$ cat config.mk
export PLATFORM = sky130hd
export DESIGN_NAME = sls_sequencer
export DESIGN_NICKNAME = d
export VERILOG_FILES = /design/src/sls_pkg.sv /design/src/sls_tick_div.sv /design/src/sls_sequencer.sv
export SDC_FILE = /design/constraint.sdc
export NUM_CORES = 1
export LEC_CHECK = 0
export ABC_AREA = 1
export BUFFER_PORTS_ARGS = -buffer_cell sky130_fd_sc_hd__buf_2
export CAP_MARGIN = 5
export CORE_UTILIZATION = 45
export CTS_BUF_LIST = sky130_fd_sc_hd__clkbuf_8
export DETAILED_ROUTE_END_ITERATION = 6
export PLACE_DENSITY = 0.69
export REMOVE_ABC_BUFFERS = 1
export SETUP_SLACK_MARGIN = 0.4
export SLEW_MARGIN = 10
export SYNTH_ARGS = -nofsm -noshare
export SYNTH_HDL_FRONTEND = slang
export SYNTH_HIERARCHICAL = 1
export SYNTH_SLANG_ARGS = --single-unit
export TNS_END_PERCENT = 5
$ cat constraint.sdc
create_clock -name clk_sys -period 5.3 [get_ports clk_sys]
set_input_delay 1.06 -clock clk_sys [delete_from_list [all_inputs] [get_ports clk_sys]]
set_output_delay 1.06 -clock clk_sys [all_outputs]
set_load 0.02 [all_outputs]
$ cat src/sls_pkg.sv
// sleep level sequencer package: types and timing constants
package sls_pkg;

  localparam int unsigned CLK_HZ         = 40_000_000;
  localparam int unsigned NUM_LEVELS     = 4;
  localparam int unsigned LEVEL_W        = 2;
  // motion check window, microseconds (2.3 ms)
  localparam int unsigned CHECK_US       = 2300;
  localparam int unsigned CHECK_CYCLES   = (CLK_HZ / 1_000_000) * CHECK_US;
  // sleep and dwell are counted in milliseconds
  localparam int unsigned MS_CYCLES      = CLK_HZ / 1000;
  localparam int unsigned SLEEP_W        = 16;
  localparam int unsigned THRESH_W       = 8;
  localparam int unsigned DWELL_W        = 16;
  localparam logic [1:0]  LEVEL_FIRST    = 2'h0;
  localparam logic [1:0]  LEVEL_DEEPEST  = 2'h3;

  // one sleep level parameter set
  typedef struct packed {
    logic [SLEEP_W-1:0]  sleep_ms;
    logic [THRESH_W-1:0] threshold;
    logic [DWELL_W-1:0]  dwell_ms;
  } sls_level_type;

  typedef enum logic [1:0] {
    ST_TRACK    = 2'b00,
    ST_INACTIVE = 2'b01,
    ST_CHECK    = 2'b10
  } sls_state_type;

endpackage

$ cat src/sls_tick_div.sv
// sleep level sequencer: millisecond tick divider
module sls_tick_div #(
  parameter int unsigned DIV = 40000
) (
  // clock and reset
  input  wire logic clk_sys,
  input  wire logic rst,
  // control
  input  wire logic run,
  output logic      tick
);

  logic [31:0] count;

  // restarting on run keeps the first tick a full period away
  always_ff @(posedge clk_sys) begin
    if (rst || !run) begin
      count <= 32'h0;
      tick  <= 1'b0;
    end else if (count == 32'(DIV - 1)) begin
      count <= 32'h0;
      tick  <= 1'b1;
    end else begin
      count <= count + 32'h1;
      tick  <= 1'b0;
    end
  end

endmodule // sls_tick_div

$ cat src/sls_sequencer.sv
// sleep level sequencer: power mode state machine with four sleep levels
// Function
// [RULE_01] power saving enable input; off means permanent tracking, no latency
// [RULE_02] inactive state halts sensing path while a timer keeps counting
// [RULE_03] inactive timer expiry raises wake event and restarts tracking path
// [RULE_04] each sleep level stays inactive a programmed interval then checks motion
// [RULE_05] motion found during check: wake fully into active tracking
// [RULE_06] no motion during check: return to inactive at current level
// [RULE_07] four independent parameter sets, one per sleep level
// [RULE_08] level moves are autonomous, no firmware action needed
// [RULE_09] each level has sleep interval, motion threshold and dwell time
// [RULE_10] sleep interval sets inactive time before each check at that level
// [RULE_11] leave sleep only when measured motion exceeds current threshold
// [RULE_12] time in level beyond dwell without wake advances to deeper level
// [RULE_13] each motion check window lasts 2.3 ms
// [RULE_14] with power saving, laser and detector on only when needed
// [RULE_15] without sleep levels, tracking circuitry stays on always
// [RULE_16] wake into tracking restarts at shallowest level, dwell timer cleared
// [RULE_17] deepest level keeps cycling sleep and checks, never advancing
module sls_sequencer #(
  parameter int unsigned CHECK_CYC = sls_pkg::CHECK_CYCLES,
  parameter int unsigned MS_CYC    = sls_pkg::MS_CYCLES
) (
  // clock and reset
  input  wire logic                              clk_sys,
  input  wire logic                              rst,
  // configuration
  input  wire logic                              power_save_en,
  input  wire sls_pkg::sls_level_type [3:0]      level_cfg,
  // tracking path
  input  wire logic                              motion_valid,
  input  wire logic [sls_pkg::THRESH_W-1:0]      motion_amount,
  input  wire logic                              idle_request,
  // power controls and status
  output logic                                   sense_on,
  output logic                                   laser_on,
  output logic                                   timer_run,
  output logic                                   wake_irq,
  output logic [1:0]                             mode,
  output logic [sls_pkg::LEVEL_W-1:0]            level
);

  sls_pkg::sls_state_type state;
  sls_pkg::sls_state_type next_state;
  logic [sls_pkg::SLEEP_W-1:0]   sleep_count;
  logic [sls_pkg::DWELL_W-1:0]   dwell_count;
  logic [31:0]                   check_count;
  logic                          ms_tick;
  logic                          motion_hit;
  logic                          sleep_done;
  logic                          check_done;
  logic                          dwell_over;
  sls_pkg::sls_level_type        cur;

  //////////////////////////////////////////////////////////////////////////////

  assign cur = level_cfg[level]; // [RULE_07] [RULE_09]

  // timer stays running in inactive and during checks for dwell accounting
  sls_tick_div #(
    .DIV (MS_CYC)
  ) u_tick (
    .clk_sys (clk_sys),
    .rst     (rst),
    .run     (state != sls_pkg::ST_TRACK),
    .tick    (ms_tick)
  );

  assign motion_hit = motion_valid && (motion_amount > cur.threshold); // [RULE_11]
  assign sleep_done = ms_tick && (sleep_count >= cur.sleep_ms); // [RULE_10]
  assign check_done = (check_count == 32'(CHECK_CYC - 1)); // [RULE_13]
  assign dwell_over = dwell_count > cur.dwell_ms; // [RULE_12]

  //////////////////////////////////////////////////////////////////////////////

  always_comb begin
    next_state = state;
    unique case (state)
      sls_pkg::ST_TRACK: begin
        if (power_save_en && idle_request) begin
          next_state = sls_pkg::ST_INACTIVE;
        end
      end
      sls_pkg::ST_INACTIVE: begin
        if (!power_save_en) begin
          next_state = sls_pkg::ST_TRACK; // [RULE_01]
        end else if (sleep_done) begin
          next_state = sls_pkg::ST_CHECK; // [RULE_04] [RULE_03]
        end
      end
      sls_pkg::ST_CHECK: begin
        if (!power_save_en || motion_hit) begin
          next_state = sls_pkg::ST_TRACK; // [RULE_05]
        end else if (check_done) begin
          next_state = sls_pkg::ST_INACTIVE; // [RULE_06]
        end
      end
      default: next_state = sls_pkg::ST_TRACK;
    endcase
  end

  always_ff @(posedge clk_sys) begin
    if (rst) begin
      state <= sls_pkg::ST_TRACK;
    end else begin
      state <= next_state;
    end
  end

  // sleep interval counter, milliseconds spent inactive
  always_ff @(posedge clk_sys) begin
    if (rst || state != sls_pkg::ST_INACTIVE) begin
      sleep_count <= '0;
    end else if (ms_tick && sleep_count != '1) begin
      sleep_count <= sleep_count + 1'b1; // [RULE_02]
    end
  end

  // check window counter
  always_ff @(posedge clk_sys) begin
    if (rst || state != sls_pkg::ST_CHECK) begin
      check_count <= 32'h0;
    end else if (!check_done) begin
      check_count <= check_count + 32'h1; // [RULE_13]
    end
  end

  // level and dwell: advance autonomously, restart on wake
  // cleared on the entry edge too, so level reads shallow together with mode
  always_ff @(posedge clk_sys) begin
    if (rst || state == sls_pkg::ST_TRACK || next_state == sls_pkg::ST_TRACK) begin
      level       <= sls_pkg::LEVEL_FIRST; // [RULE_16]
      dwell_count <= '0; // [RULE_16]
    end else if (state == sls_pkg::ST_CHECK && next_state == sls_pkg::ST_INACTIVE
                 && dwell_over) begin
      dwell_count <= '0;
      if (level != sls_pkg::LEVEL_DEEPEST) begin
        level <= level + 1'b1; // [RULE_08] [RULE_12]
      end // [RULE_17]
    end else if (ms_tick && dwell_count != '1) begin
      dwell_count <= dwell_count + 1'b1;
    end
  end

  //////////////////////////////////////////////////////////////////////////////

  // outputs registered from the next state so they align with the state
  always_ff @(posedge clk_sys) begin
    if (rst) begin
      sense_on  <= 1'b1;
      laser_on  <= 1'b1;
      timer_run <= 1'b0;
      wake_irq  <= 1'b0;
      mode      <= 2'h0;
    end else begin
      sense_on  <= (next_state != sls_pkg::ST_INACTIVE); // [RULE_02] [RULE_15]
      laser_on  <= (next_state != sls_pkg::ST_INACTIVE); // [RULE_14]
      timer_run <= (next_state != sls_pkg::ST_TRACK); // [RULE_02]
      wake_irq  <= (state == sls_pkg::ST_INACTIVE) && (next_state == sls_pkg::ST_CHECK); // [RULE_03]
      mode      <= next_state;
    end
  end

endmodule // sls_sequencer

# Word level (Yosys, flattened, before mapping)
# Cells that the tools add are included.
# Widths: inputs -> output; s select.
[totals]
reg_bits = 104
inputBits = 173
out_inout_bits = 8
wordCells = 63
[op_classes]
reduce_logical = 23
muxes = 9
eq_ne = 12
n_addsub = 5
order_cmp = 4
[ops]
columns = ["operator", "count"]
rows = [
  ["$bmux 40 s2", 1],
  ["$add 32x1->32 const B", 2],
  ["$mux 40", 1],
  ["$add 16x1->16 const B", 2],
  ["$eq 32x16->1 const B", 1],
  ["$eq 32x17->1 const B", 1],
  ["$ne 16x16->1 const B", 2],
  ["$ge 16x16->1", 1],
  ["$gt 16x16->1", 1],
  ["$mux 2", 5],
  ["$gt 8x8->1", 1],
  ["$logic_and 1x1->1", 8],
  ["$logic_or 1x1->1", 6],
  ["$pmux 2 s3", 1],
  ["$eq 2x1->1 const B", 2],
  ["$eq 2x2->1 const B", 2],
  ["$logic_not 2->1", 2],
  ["$ne 2x1->1 const B", 2],
  ["$ne 2x2->1 const B", 2],
  ["$reduce_bool 2->1", 2],
  ["$reduce_or 2->1", 2],
  ["$lt 2x3->1 const B", 1],
  ["$add 2x1->2 const B", 1],
  ["$logic_not 1->1", 2],
  ["other kinds (2)", 2],
]

# Logic depth before layout (Yosys ltp)
[depth]
depth_word = 11
mapped_depth = 22
ltp_nobuf = 20

# Modules after synthesis
# The synthesis kept the hierarchy.
[by_module_without_submodules]
columns = ["module", "seq_area_each_um2", "cells_each", "area_per_inst_um2", "instances"]
rows = [
  ["sls_sequencer", 1421.4, 917, 5928.2, 1],
  ["sls_tick_div", 660.6, 322, 1944.4, 1],
]

# Least setup slack after synthesis
# Ideal clock, no wire load.
[synth_path]
path_kind = "flip-flop to flip-flop"
from = "reg level[0] (netlist name)"
to = "reg dwell_count[12] (netlist name)"
required_ns = 5.179
setup_slack_ns = 2.509
setup_time_ns = 0.121
arrival_time_ns = 2.670
period_less_slack_ns = 2.791
path_stages_with_launch = 17
n_path_buf = 3
path_cell_list = "dfxtp_1 clkbuf_1 buf_1 nand2_1 a32o_1 ha_1 nand2_1 nor2_1 a21boi_0 nand2_1 nand3_1 nand2_1 nor2_1 nand2_2 nand3_4 buf_12 nor2_4"
[synth_between]
elab_chain_cells = 11
elab_cells_between_ends = 18
cone_classes = "order compare (3); eq/ne (1); mux (6); reduce/logical (8)"
[synth_lines]
columns = ["item", "line", "rtl"]
rows = [
  ["start, declared", "sls_sequencer.sv:40", "output logic [sls_pkg::LEVEL_W-1:0] level"],
  ["start signal, assigned", "sls_sequencer.sv:132", "level <= sls_pkg::LEVEL_FIRST;"],
  ["start signal, assigned", "sls_sequencer.sv:138", "level <= level + 1'b1;"],
  ["$bmux 40 s2 (*)", "sls_sequencer.sv:57", "assign cur = level_cfg[level];"],
  ["$mux 40 (not written as such) (*)", "sls_sequencer.sv:57", ""],
  ["$ge 16x16->1 or $gt 8x8->1 (tied branches)", "sls_sequencer.sv:70, sls_sequencer.sv:69", ""],
  ["$logic_and 1x1->1 (on tied branches)", "sls_sequencer.sv:70, sls_sequencer.sv:69", ""],
  ["$mux 2 or $logic_or 1x1->1 (tied branches)", "sls_sequencer.sv:87, sls_sequencer.sv:92", ""],
  ["$mux 2 (on tied branches)", "sls_sequencer.sv:85, sls_sequencer.sv:92", ""],
  ["$pmux 2 s3", "sls_sequencer.sv:78", "unique case (state)"],
  ["$eq 2x1->1", "sls_sequencer.sv:134", "end else if (state == sls_pkg::ST_CHECK && next_state == sls_pkg::ST_INACTIVE"],
  ["$logic_and 1x1->1", "sls_sequencer.sv:134", ""],
  ["$logic_and 1x1->1", "sls_sequencer.sv:135", "&& dwell_over) begin"],
  ["$reduce_or 2->1 (no line) (*)", "n/a", ""],
  ["end signal, assigned", "sls_sequencer.sv:141", "dwell_count <= dwell_count + 1'b1;"],
  ["end, declared", "sls_sequencer.sv:46", "logic [sls_pkg::DWELL_W-1:0] dwell_count;"],
]
# Mark *: on every way between the ends. The rest lies on a longest branch, timed or not. The select of a mux whose other input is x is not followed.
# A chain may end at the register's enable or synchronous reset.

# Worst setup path after layout
[layout_path]
from = "reg level[1] (netlist name)"
to = "reg dwell_count[1] (netlist name)"
# The elaborated chain is that of the path after synthesis.

==> Flow_metrics.wiki <==
{| class="wikitable"
! Metric !! Value
|-
| Outcome || completed
|-
| Via total after detailed routing || 8,285
|-
| Ports placed on the boundary || 181
|-
| Post-detailed-route via-to-cell ratio || 5.09
|-
| Post-route clock skew || 11.8 ps
|-
| Fraction of the cycle the final worst path needs || 0.656
|-
| Layout Area Growth over Synthesis || 16.1%
|-
| Final number of hold-violating endpoints || 0
|-
| Share of layout cells above drive strength 1 || 0.192
|-
| Die area || 18,000 sq um
|-
| Slew Viols, Final || 0
|-
| Top cells by area, synth || sky130_fd_sc_hd__dfxtp_1, sky130_fd_sc_hd__nand2_1, sky130_fd_sc_hd__nor2_1
|-
| Type of element capturing the critical path || flip-flop
|-
| Number of routed nets with antenna violations || 0
|-
| Antenna violations before repair || 1
|-
| Power density over the cells || 163 nW/um^2
|-
| Final cell utilization of the core || 0.544
|-
| Wire per inst || 13.2 um
|-
| IO Port Bufs || 180
|-
| Leading area contributor after synthesis || sky130_fd_sc_hd__dfxtp_1
|-
| Die span in x || 134 um
|-
| Startpoint types || flip-flop
|-
| Share of the synthesized area in the top cell type || 0.264
|-
| Hold path depth || 1
|-
| Clock latency of the later-clocked register in the worst-skew pair || 390 ps
|-
| Post-synthesis simple-gate area fraction || 0.394
|-
| Starting density of the core || 0.468
|-
| Placeable Area || 16,800 sq um
|-
| Detailed-router iteration count before antenna repair || 5
|-
| Mapped Avg Cell Area || 6.35 sq um
|-
| Remaining max-slew budget at the tightest pin || 0.464
|-
| Largest net degree at the start of global routing || 84
|-
| Sum of routed wire length over all layers || 21,400 um
|-
| Total negative slack || 0 ps
|-
| CTS root buf || sky130_fd_sc_hd__clkbuf_8
|-
| Mux share of post-synthesis cell area || 0.00127
|-
| Predominant post-synthesis flop cell || sky130_fd_sc_hd__dfxtp_1
|-
| Transition time of the tightest slew-check pin || 801 ps
|-
| Sink Count || 104
|-
| FILL cells || 1,701
|-
| Synthesized area || 7870 sq um
|-
| Worst reg-to-reg path cell count || 16
|-
| Number of enable flip-flop cells after synthesis || 0
|-
| Worst path arrival time || 3800 ps
|-
| Setup repair after global routing missed its margin || false
|-
| Most instantiated library cell after synthesis || sky130_fd_sc_hd__nand2_1
|-
| Worst voltage drop across the vdd grid || 0.000148 V
|-
| Synth Instances || 1,239
|-
| Total of flip-flops plus latches after synthesis || 104
|-
| Leakage dissipation || 3.92 nW
|-
| Number of H-tree levels || 3
|-
| Finished Cell Area || 9140 sq um
|-
| Gpl congestion || 0.928
|-
| Share of synthesized cell area in full adder, half adder and majority cells || 0.0715
|-
| Grt ovf || 0
|-
| Clock buffers created by TritonCTS || 9
|-
| Area of combinational cells with multiple inputs || 5110 sq um
|-
| Synth async-reset ratio || 0
|-
| Xor and xnor area share after synthesis || 0.0389
|-
| Minimum clock period after layout || 3480 ps
|-
| CP Max Fanout || 49
|-
| Kind of critical path || flip-flop to flip-flop
|-
| Synth warnings || 6
|-
| Startpoint of the most critical register-to-register path || level[1]
|-
| Seq. cell area || 2080 sq um
|-
| Count of unresolved DRC violations after routing || 0
|-
| Total power || 1.49 mW
|-
| Top cells by count, synth || sky130_fd_sc_hd__nand2_1, sky130_fd_sc_hd__nor2_1, sky130_fd_sc_hd__inv_1
|-
| All-Layer GR Usage || 0.237
|-
| Number of global-route vias before repair || 7,437
|-
| Worst-case hold path end point || u_tick/count[0]
|-
| Setup fix buffers added after clock tree synthesis || 0
|-
| End of the worst register-to-register path || dwell_count[1]
|-
| Peak clock frequency supported by timing || 288 MHz
|-
| # nets final || 1,620
|-
| Min-Delay Path Class || flip-flop to flip-flop
|-
| Combinational family with the most area after synthesis || simple AND/OR/NAND/NOR gates
|-
| Longest Clk Path Bufs || 2
|-
| Number of gates resized after CTS || 0
|-
| Hold path startpoint || u_tick/count[0]
|-
| Number of violations of the max-capacitance limit || 0
|-
| Count of final setup violators || 0
|-
| Endpoint required time on the critical path || 5620 ps
|-
| TritonCTS clock tree || yes
|-
| Std cell rows || 47
|-
| Placement-stage cell area || 8920 sq um
|-
| Sequential element share of the synthesized area || 0.264
|-
| Estimated wirelength of the detail-placed design || 16,900 um
|-
| Unique cell type count in the Yosys netlist || 44
|-
| Post-synthesis compound-gate area fraction || 0.143
|-
| Slack of the worst reg-to-reg path || 1820 ps
|-
| Clock transition at the registers of the reported paths || 110 ps
|-
| Hold-fix buffer count after cts || 0
|-
| Height of the die || 134 um
|-
| First-pass GRT wire length || 34,400 um
|-
| First DRT Iteration DRCs || 479
|}
-- cell usage in the layout, fill, tap and decap left out, drive strengths merged, types with 21 or more instances in the layout --
master,n
a21oi,92
a32o,37
buf,184
dfxtp,104
ha,45
inv,142
nand2,373
nand3,47
nand4,24
nor2,217
nor3,31
o21ai,42
xor2,21
-- worst max-delay path by stage --
stage | end | depth (start not counted) | slack (ps) | from
4_1_cts | dwell_count[1] | 16 | 1820 | level[1]
2_1_floorplan | dwell_count[0] | 14 | 810 | level[0]
6_report | dwell_count[1] | 16 | 1820 | level[1]
5_1_grt | dwell_count[1] | 16 | 1470 | level[1]
3_5_place_dp | dwell_count[15] | 16 | 1840 | level[1]
3_3_place_gp | dwell_count[1] | 16 | 1900 | level[1]
-- routing by layer --
metal	wire, um	global-route usage
met1	9820	0.294
met3	1140	0.0378
met2	9880	0.406
met5	0	0
met4	574	0.0968
-- flip-flops by register name, indices dropped and copies added (netlist names) --
name          flops
wake_irq          1
mode              2
check_count      32
laser_on          1
dwell_count      16
u_tick/count     32
sleep_count      16
level             2
timer_run         1
u_tick/tick       1
-- metrics by stage --
stage                     hold WS (ps)  std cells  setup slack (ps)
after floorplan                    417       1207               807
after global placement             432       1611              1900
after detailed placement           440       1611              1840
after CTS                          462       1627              1820
after global routing               496       1627              1470
final                              456       1628              1820
-- critical path: stages (launching register included) --
cell and delay, ps:
sky130_fd_sc_hd__dfxtp_1 440, sky130_fd_sc_hd__inv_2 430, sky130_fd_sc_hd__buf_4 510, sky130_fd_sc_hd__a21oi_1 90, sky130_fd_sc_hd__a32o_1 240, sky130_fd_sc_hd__ha_1 290, sky130_fd_sc_hd__a21oi_1 170, sky130_fd_sc_hd__nor2_1 50
sky130_fd_sc_hd__nor2_1 90, sky130_fd_sc_hd__nand2_1 60, sky130_fd_sc_hd__nand2_1 170, sky130_fd_sc_hd__nand4_1 120, sky130_fd_sc_hd__nand2_1 120, sky130_fd_sc_hd__inv_2 50, sky130_fd_sc_hd__nand2_2 70, sky130_fd_sc_hd__nand3_4 290
sky130_fd_sc_hd__nor2_1 190
-- cell families after synthesis --
logic type,Yosys count
AOI/OAI and AO/OA,181
xor gates and xnor gates,35
adders and majority gates,45
buffers and inverters,172
DFF,104
muxes,1
and+or+nand+nor,701
-- power breakdown --
part           total, mW  leakage [nW]  switching, mW  internal, mW
Combinational      0.153          2.97         0.0734        0.0800
Clock              0.556         0.111          0.289         0.267
Sequential         0.784         0.838        0.00115         0.782
Total               1.49          3.92          0.364          1.13
-- layout make-up --
| cell class | instances | area share |
|---|---|---|
| diodes | 1 | 0.000274 |
| clock buffers | 9 | 0.0135 |
| clock inverters | 7 | 0.0103 |
| inverters | 140 | 0.0575 |
| multi-input cells | 963 | 0.559 |
| flip-flops and latches | 104 | 0.228 |
| well taps | 220 | 0.0301 |
| repair buffers | 184 | 0.102 |
Power figures use the tool's default switching activity.
